### src/pld_defs.svh
/*
 * offsets, field positions, reset values and timing for the phase loss detector.
 * assumes a 100 MHz system clock and an 8-bit register port.
 */
`ifndef PLD_DEFS_SVH
`define PLD_DEFS_SVH
`define PLD_ADDR_FINE 8'h73
`define PLD_ADDR_COARSE 8'h74
`define PLD_ADDR_STAT 8'h80
`define PLD_ADDR_CLR 8'h81
`define PLD_ADDR_IEN 8'h82
`define PLD_FINE_RST 8'ha2
`define PLD_COARSE_RST 8'h85
`define PLD_FINE_EN_BIT 7
`define PLD_COARSE_EN_BIT 7
`define PLD_WIN_STEP 17'h0_0020
`define PLD_CLK_MHZ 100
`define PLD_LOCK_QUAL_MS 1000
`define PLD_LOCK_QUAL_CYC (`PLD_LOCK_QUAL_MS * 1000 * `PLD_CLK_MHZ)
`define PLD_ST_LOCK 0
`define PLD_ST_LOSS 1
`endif

### src/pld_pkg.sv
/*
 * types of the phase loss detector.
 * assumes nothing beyond the defines header.
 */
package pld_pkg;
  typedef struct packed {
    logic signed [15:0] fine_err;
    logic signed [15:0] ui_err;
  } pld_meas_type;
  typedef enum logic [1:0] {
    PLD_LOST = 2'b00,
    PLD_QUAL = 2'b01,
    PLD_LOCKED = 2'b10
  } pld_state_type;
endpackage
### src/pld_detector.sv
/*
 * phase lock / phase loss qualification for the output dpll.
 * assumes the phase measurement is synchronous to clk_sys_i: fine error in
 * 1/256 of an input cycle, coarse error in whole input cycles (ui).
 */
// Implementation choice: the strobed register port.
`include "pld_defs.svh"
`timescale 1ns/10ps
`default_nettype none
module pld_detector
  import pld_pkg::*;
#(
  parameter int unsigned LOCK_QUAL_CYCLES = `PLD_LOCK_QUAL_CYC
) (
  input wire logic clk_sys_i,
  input wire logic rst_i,
  input wire pld_meas_type meas_i,
  input wire logic [7:0] addr_i,
  input wire logic [7:0] wr_data_i,
  input wire logic wr_i,
  input wire logic rd_i,
  output logic [7:0] rd_data_o,
  output logic locked_o,
  output logic phase_lost_o,
  output logic irq_o
);

  ////////////////////////////////////////////////////////////////////////////
  // elaboration check: a qualification shorter than two cycles cannot be counted
  if (LOCK_QUAL_CYCLES < 2) begin : g_bad_qual
    $error("LOCK_QUAL_CYCLES must be at least 2");
  end

  logic [7:0] fine_reg;
  logic [7:0] coarse_reg;
  logic [1:0] stat_reg;
  logic [1:0] ien_reg;
  logic [31:0] qual_reg;
  pld_state_type state_reg;
  logic [16:0] fine_mag;
  logic [16:0] ui_mag;
  logic [16:0] win_lim;
  logic fine_en;
  logic coarse_en;
  logic fine_out;
  logic coarse_out;
  logic loss_now;
  logic lock_evt;
  logic loss_evt;
  logic [1:0] clr_bits;

  ////////////////////////////////////////////////////////////////////////////
  // magnitudes; 17 bits so that the most negative error does not wrap
  assign fine_mag = meas_i.fine_err[15] ? 17'(-$signed({1'b1, meas_i.fine_err}))
                                        : {1'b0, meas_i.fine_err};
  assign ui_mag = meas_i.ui_err[15] ? 17'(-$signed({1'b1, meas_i.ui_err}))
                                    : {1'b0, meas_i.ui_err};

  // window half width: code * 45 degrees, so 010 gives 90 degrees
  assign win_lim = 17'(fine_reg[2:0] * `PLD_WIN_STEP);
  assign fine_en = fine_reg[`PLD_FINE_EN_BIT];
  assign coarse_en = coarse_reg[`PLD_COARSE_EN_BIT];
  // code 000 gives an empty window, so it reports loss whenever the fine enable is set
  assign fine_out = (fine_reg[2:0] == 3'b000) || (fine_mag > win_lim);
  // coarse limit compared against whole cycles of input
  assign coarse_out = ui_mag > {13'h0_000, coarse_reg[3:0]};
  // each detector only counts while its enable is set
  assign loss_now = (fine_en && fine_out) || (coarse_en && coarse_out);

  // window edges: the limit itself is inside, the forbidden code never is
  window_edge_a: assert property (
    @(posedge clk_sys_i) disable iff (rst_i)
    (fine_reg[2:0] != 3'b000 && fine_mag == win_lim) |-> !fine_out)
    else $error("window edge not accepted");

  code_zero_a: assert property (
    @(posedge clk_sys_i) disable iff (rst_i)
    (fine_reg[2:0] == 3'b000) |-> fine_out)
    else $error("size code 000 accepted a phase error");

  coarse_edge_a: assert property (
    @(posedge clk_sys_i) disable iff (rst_i)
    (ui_mag == {13'h0_000, coarse_reg[3:0]} + 17'h0_0001) |-> coarse_out)
    else $error("coarse limit plus one cycle not flagged");

  ////////////////////////////////////////////////////////////////////////////
  // configuration registers; all bits stored so software reads back what it wrote
  always_ff @(posedge clk_sys_i) begin
    if (rst_i) begin
      fine_reg <= `PLD_FINE_RST;
      coarse_reg <= `PLD_COARSE_RST;
    end else if (wr_i) begin
      if (addr_i == `PLD_ADDR_FINE) begin
        fine_reg <= wr_data_i;
      end
      if (addr_i == `PLD_ADDR_COARSE) begin
        coarse_reg <= wr_data_i;
      end
    end
  end

  // a write lands on the strobe edge and nowhere else
  fine_write_a: assert property (
    @(posedge clk_sys_i) disable iff (rst_i)
    (wr_i && addr_i == `PLD_ADDR_FINE) |=> (fine_reg == $past(wr_data_i)))
    else $error("fine register write lost");

  coarse_write_a: assert property (
    @(posedge clk_sys_i) disable iff (rst_i)
    (wr_i && addr_i == `PLD_ADDR_COARSE) |=> (coarse_reg == $past(wr_data_i)))
    else $error("coarse register write lost");

  ////////////////////////////////////////////////////////////////////////////
  // lock qualifier: loss is immediate, lock needs an unbroken run
  always_ff @(posedge clk_sys_i) begin
    if (rst_i) begin
      state_reg <= PLD_LOST;
      qual_reg <= 32'h0000_0000;
    end else if (loss_now) begin
      // any excursion restarts the qualification
      state_reg <= PLD_LOST;
      qual_reg <= 32'h0000_0000;
    end else begin
      unique case (state_reg)
        PLD_LOST: begin
          state_reg <= PLD_QUAL;
          qual_reg <= 32'h0000_0001;
        end
        PLD_QUAL: begin
          // one second at the default: inside the 1 to 2 s band
          if (qual_reg >= LOCK_QUAL_CYCLES - 1) begin
            state_reg <= PLD_LOCKED;
          end else begin
            qual_reg <= qual_reg + 32'h0000_0001;
          end
        end
        PLD_LOCKED: begin
          state_reg <= PLD_LOCKED;
        end
        default: begin
          state_reg <= PLD_LOST;
        end
      endcase
    end
  end

  // qualifier: restart on loss, no early lock, counter stays bounded
  loss_restart_a: assert property (
    @(posedge clk_sys_i) disable iff (rst_i)
    loss_now |=> (state_reg == PLD_LOST && qual_reg == 32'h0000_0000))
    else $error("loss did not restart qualification");

  qual_bound_a: assert property (
    @(posedge clk_sys_i) disable iff (rst_i)
    qual_reg <= LOCK_QUAL_CYCLES - 1)
    else $error("qualification counter overran");

  early_lock_a: assert property (
    @(posedge clk_sys_i) disable iff (rst_i)
    (state_reg == PLD_QUAL && !loss_now && qual_reg < LOCK_QUAL_CYCLES - 1)
    |=> (state_reg != PLD_LOCKED))
    else $error("lock entered before the period ended");

  lock_entry_a: assert property (
    @(posedge clk_sys_i) disable iff (rst_i)
    lock_evt |=> (state_reg == PLD_LOCKED))
    else $error("lock not entered after the period");

  // status outputs straight from flops; loss follows the error by one cycle
  always_ff @(posedge clk_sys_i) begin
    if (rst_i) begin
      locked_o <= 1'b0;
      phase_lost_o <= 1'b1;
    end else begin
      locked_o <= (state_reg == PLD_LOCKED) && !loss_now;
      phase_lost_o <= loss_now;
    end
  end

  // status outputs track the detector one edge later, never both high
  loss_follow_a: assert property (
    @(posedge clk_sys_i) disable iff (rst_i)
    loss_now |=> phase_lost_o)
    else $error("loss output did not follow the detector");

  loss_release_a: assert property (
    @(posedge clk_sys_i) disable iff (rst_i)
    !loss_now |=> !phase_lost_o)
    else $error("loss output stuck after recovery");

  lock_exclusive_a: assert property (
    @(posedge clk_sys_i) disable iff (rst_i)
    !(locked_o && phase_lost_o))
    else $error("locked and lost at once");

  locked_follow_a: assert property (
    @(posedge clk_sys_i) disable iff (rst_i)
    (state_reg == PLD_LOCKED && !loss_now) |=> locked_o)
    else $error("locked output missing in lock state");

  ////////////////////////////////////////////////////////////////////////////
  // events and sticky status; a new event beats a clear in the same cycle
  assign lock_evt = (state_reg == PLD_QUAL) && !loss_now &&
                    (qual_reg >= LOCK_QUAL_CYCLES - 1);
  assign loss_evt = loss_now && (state_reg != PLD_LOST);
  assign clr_bits = (wr_i && addr_i == `PLD_ADDR_CLR) ? wr_data_i[1:0] : 2'b00;

  always_ff @(posedge clk_sys_i) begin
    if (rst_i) begin
      stat_reg <= 2'b00;
    end else begin
      stat_reg[`PLD_ST_LOCK] <= lock_evt || (stat_reg[`PLD_ST_LOCK] && !clr_bits[0]);
      stat_reg[`PLD_ST_LOSS] <= loss_evt || (stat_reg[`PLD_ST_LOSS] && !clr_bits[1]);
    end
  end

  // sticky bits: lock is captured, a clear with no new event empties
  lock_capture_a: assert property (
    @(posedge clk_sys_i) disable iff (rst_i)
    lock_evt |=> stat_reg[`PLD_ST_LOCK])
    else $error("lock event not captured in status");

  loss_clear_a: assert property (
    @(posedge clk_sys_i) disable iff (rst_i)
    (clr_bits[1] && !loss_evt) |=> !stat_reg[`PLD_ST_LOSS])
    else $error("loss status not cleared");

  // interrupt enable register
  always_ff @(posedge clk_sys_i) begin
    if (rst_i) begin
      ien_reg <= 2'b00;
    end else if (wr_i && addr_i == `PLD_ADDR_IEN) begin
      ien_reg <= wr_data_i[1:0];
    end
  end

  // enable write lands on the strobe edge
  ien_write_a: assert property (
    @(posedge clk_sys_i) disable iff (rst_i)
    (wr_i && addr_i == `PLD_ADDR_IEN) |=> (ien_reg == $past(wr_data_i[1:0])))
    else $error("enable register write lost");

  // level interrupt, registered so the output is glitch free
  always_ff @(posedge clk_sys_i) begin
    if (rst_i) begin
      irq_o <= 1'b0;
    end else begin
      irq_o <= |(stat_reg & ien_reg);
    end
  end

  // level interrupt one edge behind the enabled status
  irq_raise_a: assert property (
    @(posedge clk_sys_i) disable iff (rst_i)
    (|(stat_reg & ien_reg)) |=> irq_o)
    else $error("interrupt not raised");

  irq_drop_a: assert property (
    @(posedge clk_sys_i) disable iff (rst_i)
    !(|(stat_reg & ien_reg)) |=> !irq_o)
    else $error("interrupt not dropped");

  ////////////////////////////////////////////////////////////////////////////
  // read port: data stands in the cycle after the strobe only
  always_ff @(posedge clk_sys_i) begin
    if (rst_i) begin
      rd_data_o <= 8'h00;
    end else if (rd_i) begin
      unique case (addr_i)
        `PLD_ADDR_FINE: rd_data_o <= fine_reg;
        `PLD_ADDR_COARSE: rd_data_o <= coarse_reg;
        `PLD_ADDR_STAT: rd_data_o <= {6'h00, stat_reg};
        `PLD_ADDR_IEN: rd_data_o <= {6'h00, ien_reg};
        default: rd_data_o <= 8'h00;
      endcase
    end else begin
      rd_data_o <= 8'h00;
    end
  end

  // read data stands for one cycle only, then returns to zero
  read_idle_a: assert property (
    @(posedge clk_sys_i) disable iff (rst_i)
    !rd_i |=> (rd_data_o == 8'h00))
    else $error("read data without a read strobe");

  fine_readback_a: assert property (
    @(posedge clk_sys_i) disable iff (rst_i)
    (rd_i && addr_i == `PLD_ADDR_FINE) |=> (rd_data_o == $past(fine_reg)))
    else $error("fine register read back wrong");

  ////////////////////////////////////////////////////////////////////////////
  // checks

  logic past_rst;
  always_ff @(posedge clk_sys_i) begin
    past_rst <= rst_i;
  end

  reset_value_a: assert property (
    @(posedge clk_sys_i) (past_rst && !rst_i) |-> (fine_reg == 8'ha2))
    else $error("fine window register reset value wrong");

  default_window_a: assert property (
    @(posedge clk_sys_i) disable iff (rst_i)
    (fine_reg[2:0] == 3'b010) |-> (fine_out == (fine_mag > 17'h0_0040)))
    else $error("default window not 90 degrees");

  lock_qualify_a: assert property (
    @(posedge clk_sys_i) disable iff (rst_i)
    $rose(locked_o) |-> $past(qual_reg) >= LOCK_QUAL_CYCLES - 1)
    else $error("lock declared before qualification ended");

  fine_loss_a: assert property (
    @(posedge clk_sys_i) disable iff (rst_i)
    (fine_en && fine_out) |=> (phase_lost_o && !locked_o))
    else $error("fine excursion did not flag loss at once");

  window_scale_a: assert property (
    @(posedge clk_sys_i) disable iff (rst_i)
    win_lim == {9'h000, fine_reg[2:0], 5'h00})
    else $error("window not proportional to size code");

  coarse_off_a: assert property (
    @(posedge clk_sys_i) disable iff (rst_i)
    (!coarse_en && !(fine_en && fine_out)) |=> !phase_lost_o)
    else $error("disabled coarse detector caused loss");

  coarse_loss_a: assert property (
    @(posedge clk_sys_i) disable iff (rst_i)
    (coarse_en && ui_mag > {13'h0_000, coarse_reg[3:0]}) |=> phase_lost_o)
    else $error("coarse excursion did not flag loss");

  coarse_units_a: assert property (
    @(posedge clk_sys_i) disable iff (rst_i)
    (ui_mag == {13'h0_000, coarse_reg[3:0]}) |-> !coarse_out)
    else $error("coarse limit not counted in whole cycles");

  fine_off_a: assert property (
    @(posedge clk_sys_i) disable iff (rst_i)
    (!fine_en && !(coarse_en && coarse_out)) |=> !phase_lost_o)
    else $error("disabled fine window caused loss");

  sticky_set_a: assert property (
    @(posedge clk_sys_i) disable iff (rst_i)
    loss_evt |=> stat_reg[`PLD_ST_LOSS])
    else $error("loss event not captured in status");

endmodule // pld_detector
`default_nettype wire

### config.mk
export PLATFORM = sky130hd
export DESIGN_NAME = pld_detector
export DESIGN_NICKNAME = d
export VERILOG_FILES = /design/src/pld_pkg.sv /design/src/pld_detector.sv
export VERILOG_INCLUDE_DIRS = /design/src
export SDC_FILE = /design/constraint.sdc
export NUM_CORES = 1
export LEC_CHECK = 0
export BUFFER_PORTS_ARGS = -buffer_cell sky130_fd_sc_hd__buf_2
export CORE_ASPECT_RATIO = 0.7
export CORE_MARGIN = 2
export CORE_UTILIZATION = 53
export CTS_CLUSTER_DIAMETER = 60
export DETAILED_ROUTE_END_ITERATION = 8
export PLACE_DENSITY = 0.76
export SYNTH_ARGS = -nofsm -noshare
export SYNTH_HDL_FRONTEND = slang
export SYNTH_SLANG_ARGS = --single-unit
### constraint.sdc
create_clock -name clk_sys_i -period 8.36 [get_ports clk_sys_i]
set_clock_uncertainty 0.15 [all_clocks]
set_input_delay 0.418 -clock clk_sys_i [delete_from_list [all_inputs] [get_ports clk_sys_i]]
set_output_delay 0.418 -clock clk_sys_i [all_outputs]
set_load 0.01 [all_outputs]
Word-level counts from Yosys, hierarchy flattened
Index checks and enable logic that the tools add are counted.
{"block": "totals", "ff_bits": 65, "inputBits": 52, "out_inout_bits": 11, "word_cells": 62}
{"block": "classes", "n_addsub": 3, "n_lt_le_gt_ge": 3, "eq_ne": 9, "n_mux": 8, "n_bitwise": 2, "reduce_logical": 27}
{"op": "$pmux W32 S2", "count": 1}
{"op": "$mux W17", "count": 2}
{"op": "$neg A17 Y17", "count": 2}
{"op": "$add A32 B1 Y32 const B", "count": 1}
{"op": "$ge A32 B27 Y1 const B", "count": 1}
{"op": "$mux W32", "count": 1}
{"op": "$pmux W8 S4", "count": 1}
{"op": "$eq A8 B8 Y1 const B", "count": 3}
{"op": "$gt A17 B4 Y1", "count": 1}
{"op": "$gt A17 B8 Y1", "count": 1}
{"op": "$eq A8 B7 Y1 const B", "count": 2}
{"op": "$logic_and A1 B1 Y1", "count": 10}
{"op": "$pmux W2 S3", "count": 1}
{"op": "$reduce_and A2 Y1", "count": 3}
{"op": "$reduce_or A2 Y1", "count": 3}
{"op": "$logic_or A1 B1 Y1", "count": 4}
{"op": "$mux W2", "count": 2}
{"op": "$ne A2 B2 Y1 const B", "count": 2}
{"op": "$reduce_bool A2 Y1", "count": 2}
{"op": "$logic_not A1 Y1", "count": 3}
{"op": "$logic_not A3 Y1", "count": 1}
{"op": "$and A2 B2 Y2", "count": 1}
{"op": "$eq A2 B1 Y1 const B", "count": 1}
{"op": "$eq A2 B2 Y1 const B", "count": 1}
{"op": "other kinds (2)", "count": 2}

Logic depth before layout (Yosys ltp)
{"block": "depth", "depth_word": 10, "ltp_mapped": 14, "ltp_nobuf": 13}

Worst setup path after synthesis
No wires, ideal clock.
{"block": "synth_timing", "path_kind": "input to register", "startpoint": "in meas_i[20] (netlist bit)", "endpoint": "reg qual_reg[18]", "setup_time_ns": 0.066, "t_arrival_ns": 2.951, "required_ns": 8.144, "path_slack_ns": 5.193, "cell_stages": 13, "n_path_buf": 2, "cell_sequence": "or4_1 -> buf_2 -> o31ai_1 -> xnor2_1 -> ha_1 -> nand4b_1 -> a221oi_1 -> o2111ai_1 -> o21ai_0 -> a31oi_1 -> nor3_4 -> buf_6 -> a21boi_2"}
{"block": "synth_between", "elab_chain_cells": 7}
{"item": "start: declaration", "line_no": "pld_detector.sv:17", "text": "input wire pld_meas_type meas_i,"}
{"item": "$neg A17 Y17", "line_no": "pld_detector.sv:54", "text": "assign fine_mag = meas_i.fine_err[15] ? 17'(-$signed({1'b1, meas_i.fine_err}))"}
{"item": "$mux W17 *", "line_no": "pld_detector.sv:54"}
{"item": "$gt A17 B8 Y1 *", "line_no": "pld_detector.sv:64", "text": "assign fine_out = (fine_reg[2:0] == 3'b000) || (fine_mag > win_lim);"}
{"item": "$logic_or A1 B1 Y1 *", "line_no": "pld_detector.sv:64"}
{"item": "$logic_and A1 B1 Y1 *", "line_no": "pld_detector.sv:68", "text": "assign loss_now = (fine_en && fine_out) || (coarse_en && coarse_out);"}
{"item": "$logic_or A1 B1 Y1 *", "line_no": "pld_detector.sv:68"}
{"item": "$reduce_or A2 Y1 (no line) *"}
{"item": "end signal: assignment", "line_no": "pld_detector.sv:134", "text": "qual_reg <= qual_reg + 32'h0000_0001;"}
{"item": "end: declaration", "line_no": "pld_detector.sv:38", "text": "logic [31:0] qual_reg;"}
Every way passes the cells marked *; elsewhere a longest branch is shown, timed or not.
A chain may end at the register's enable or synchronous reset.

Worst setup path in the final report
{"block": "layout_timing", "startpoint": "in meas_i[20] (netlist bit)", "endpoint": "reg qual_reg[26]"}
The elaborated chain is that of the path after synthesis.

==> impl_metrics.py <==
metrics = {
    "global_routing": {
        "grt_antenna_before_repair": 0,
        "pin_count_of_the_biggest_net_entering_global_routing": 38,
        "grt_pass1_wl_um": 15200,
        "grt_pass1_vias": 3255,
        "grt_util_all_layers": 0.2413,
        "globalRoute.totalOverflow": 0,
    },
    "sta": {
        "pins_over_their_slew_limit": 0,
        "tightestPinTransition_ns": 1.044,
        "setup_violations": 0,
        "timing.final.crit_share": 0.4509,
        "fin_ws_ns": 4.591,
        "max_slew_margin": 0.2929,
        "rsz_0062_raised_after_global_routing": "false",
        "total_negative_setup_slacks_ns": 0,
        "final_period_minus_worst_setup_slack_ns": 3.769,
        "hold_worst_slack_ns": 0.1645,
        "fmaxAchievable_mhz": 265.3,
        "timing.final.hold_violations": 0,
    },
    "drt": {
        "vias": 3669,
        "drt-vias-per-instance": 5.870,
        "route.antenna.remaining_nets": 0,
        "post_drt_wl_per_cell_um": 14.69,
        "dr.pass1.iters": 5,
        "drt-total-wl_um": 9181,
        "first_iter_violations": 263,
        "drc": 0,
    },
    "die": {
        "std_cell_rows": 25,
        "die_area_um2": 7923,
        "ioPinCount": 63,
        "die_width_um": 105.5,
        "floorplan.initialDensity": 0.5558,
        "floorplan.core_area_um2": 6882,
        "die_h_um": 75.08,
    },
    "cells_and_area": {
        "fill_cells": 619,
        "multi_input_area_um2": 2321,
        "postLayoutCellArea_um2": 4428,
        "layout.cells.most_common_list": "sky130_fd_sc_hd__dfxtp_1 (65), sky130_fd_sc_hd__buf_2 (62), sky130_fd_sc_hd__nand2_1 (58)",
        "seqCellArea_um2": 1301,
        "finalNetCount": 591,
        "area_grow_syn2layout_pct": 15.77,
        "layout.cells.most_common": "sky130_fd_sc_hd__dfxtp_1",
        "drive_gt1_frac": 0.1770,
        "largest_register_ff_count": 32,
        "utilization": 0.6435,
        "stdcell_count": 625,
        "ant_diodes": 0,
    },
    "place": {
        "detailed_place.area_um2": 4174,
        "finalWeightedCongestion": 0.8572,
        "dpl.hpwl_um": 6668,
        "dpl.cell_count": 609,
        "placement.io_buffers": 62,
        "place_worst_setup_slack_ns": 4.198,
    },
    "clock_network": {
        "cts_htree_levels": 3,
        "cts-root-to-sink-buffers": 2,
        "numCtsBuffers": 9,
        "clkLatencyLatePin_ns": 0.35,
        "hold_buf_count_cts": 0,
        "clock_sink_count": 65,
        "ctsRootBufferMaster": "sky130_fd_sc_hd__clkbuf_8",
        "path_clk_slew_ns": 0.07,
        "tritoncts": "built",
        "cts.repair.resized": 0,
        "cts_setup_buffers": 0,
    },
    "synth": {
        "postSynthRegisterBits": 65,
        "synthArstFlopShare": 0,
        "share_of_synthesized_cell_area_in_full_adder_half_adder_and_majority_cells": 0.04253,
        "syn_area_um2": 3825,
        "synth_compound_gate_area_share": 0.1786,
        "synth_area_leaders": "sky130_fd_sc_hd__dfxtp_1 (34%), sky130_fd_sc_hd__nand2_1 (5.7%), sky130_fd_sc_hd__mux2i_1 (4.4%)",
        "ys_dominant_reg_cell": "sky130_fd_sc_hd__dfxtp_1",
        "synth.mux.area_fraction": 0.05038,
        "synth.yosys.seq_area_share": 0.3402,
        "number_of_different_library_cells_in_the_post_synthesis_netlist": 59,
        "synth_edf_count": 0,
        "yosysWarnings": 0,
        "synth_nets": 536,
        "synthDominantAreaCellType": "sky130_fd_sc_hd__dfxtp_1",
        "main_combinational_cell_family_by_area_after_synthesis": "simple AND/OR/NAND/NOR gates",
        "yosys.area_share.simple": 0.2996,
        "synthCells": 471,
        "syn_area_per_cell_um2": 8.121,
        "synthXorXnorAreaFrac": 0.03435,
        "post-synth-top-area-fraction": 0.3402,
    },
    "pwr": {
        "power_switching_mw": 0.1541,
        "total_power_mw": 0.7024,
        "sequentialPowerShare": 0.441,
        "power_frac_comb": 0.079,
        "power.internal_mw": 0.5482,
        "swShare": 0.2195,
        "worst_ir_drop_vdd_uv": 87.25,
        "power-per-cell-area_nw_per_um2": 158.6,
        "power.static_leakage_nw": 1.821,
        "power_frac_clock": 0.480,
    },
    "setup_path": {
        "timing.critical_path.arrival_ns": 3.90,
        "critical_path.endpoint_type": "flop",
        "kind_of_launch_point_of_the_worst_setup_path": "primary input",
        "critical_path_class": "primary input to flop",
        "cp_max_fo": 37,
        "cp.required_ns": 8.50,
    },
    "run_status": {
        "outcome": "completed",
    },
    "run": {
        "timing.max_cap.violations": 0,
    },
    "hold_path": {
        "worstHoldPathType": "primary input to flop",
    },
}
==> Yosys cell counts, types with 3 or more instances <==
master                     instances
sky130_fd_sc_hd__and2_1           11
sky130_fd_sc_hd__nor4_1           12
sky130_fd_sc_hd__o311ai_0          3
sky130_fd_sc_hd__a21boi_2          6
sky130_fd_sc_hd__a31oi_1           6
sky130_fd_sc_hd__xnor2_1          15
sky130_fd_sc_hd__o211ai_1          4
sky130_fd_sc_hd__and3_1           25
sky130_fd_sc_hd__nand4_1          13
sky130_fd_sc_hd__ha_1             13
sky130_fd_sc_hd__or3_1             6
sky130_fd_sc_hd__o21a_1            4
sky130_fd_sc_hd__nand2_1          58
sky130_fd_sc_hd__or4_1             8
sky130_fd_sc_hd__o31ai_1           3
sky130_fd_sc_hd__nor2b_1           3
sky130_fd_sc_hd__nor3_1            9
sky130_fd_sc_hd__a21oi_1          22
sky130_fd_sc_hd__nor2_1           30
sky130_fd_sc_hd__o21ai_0          15
sky130_fd_sc_hd__mux2i_1          17
sky130_fd_sc_hd__clkbuf_1         16
sky130_fd_sc_hd__buf_6             3
sky130_fd_sc_hd__a22oi_1           7
sky130_fd_sc_hd__a21boi_0          4
sky130_fd_sc_hd__dfxtp_1          65
sky130_fd_sc_hd__o32ai_1           4
sky130_fd_sc_hd__nand3_1          16
sky130_fd_sc_hd__nand4b_1          4
sky130_fd_sc_hd__inv_1            29
==> critical path, stage by stage <==
cell	delay, ns
sky130_fd_sc_hd__buf_2	0.12
sky130_fd_sc_hd__or4_1	0.70
sky130_fd_sc_hd__o31ai_1	0.36
sky130_fd_sc_hd__xnor2_1	0.12
sky130_fd_sc_hd__ha_1	0.30
sky130_fd_sc_hd__nand4b_1	0.10
sky130_fd_sc_hd__a221oi_1	0.21
sky130_fd_sc_hd__o2111ai_1	0.13
sky130_fd_sc_hd__o21ai_0	0.10
sky130_fd_sc_hd__a31oi_1	0.16
sky130_fd_sc_hd__nor3_4	0.87
sky130_fd_sc_hd__a21boi_2	0.29
==> kinds of logic (layout without fill, tap and decap cells) <==
kind of cell             count (synthesis)  count (layout)
buffers and inverters                   49             109
adder cells (fa/ha/maj)                 13              13
AO/OA/AOI/OAI                           97              97
XOR/XNOR                                15              15
AND/OR/NAND/NOR                        213             213
flip-flops                              65              65
multiplexers                            19              19
==> area by class of cell <==
cell class | count | share of cell area
tap | 94 | 0.02656
timing repair buffer | 64 | 0.07347
inverter | 29 | 0.02458
clock buffer | 12 | 0.03504
sequential | 65 | 0.2939
clock inverter | 4 | 0.02232
multi-input combinational | 357 | 0.5242
==> worst paths after layout <==
| check | endpoint | startpoint | slack, ns | cells past startpoint |
|---|---|---|---|---|
| max reg2reg | qual_reg[26]$_SDFFE_PP0P_ | coarse_reg[1]$_SDFFE_PP0P_ | 5.07 | 8 |
| min | fine_reg[5]$_SDFFE_PP1P_ | wr_data_i[5] | 0.16 | 3 |
| min reg2reg | coarse_reg[5]$_SDFFE_PP0P_ | coarse_reg[5]$_SDFFE_PP0P_ | 0.31 | 2 |
| max | qual_reg[26]$_SDFFE_PP0P_ | meas_i[20] | 4.59 | 12 |
==> power groups by stage <==
stage	combinational, mW	clock (mW)	sequential (mW)
after global routing	0.0623	0.355	0.309
after detailed placement	0.0548	0	0.317
after CTS	0.0551	0.341	0.310
after floorplan	0.0282	0	0.317
final	0.0555	0.337	0.310
after global placement	0.0529	0	0.317
==> metal layers <==
layer | track usage | vias to the layer above | wire length, um
li1 | - | 1844 | -
met3 | 0.06840 | 4 | 578
met2 | 0.3828 | 113 | 3980
met1 | 0.3295 | 1708 | 4558
met4 | 0.05994 | 0 | 63
met5 | 0 | - | 0
Power figures use the tool's default switching activity.
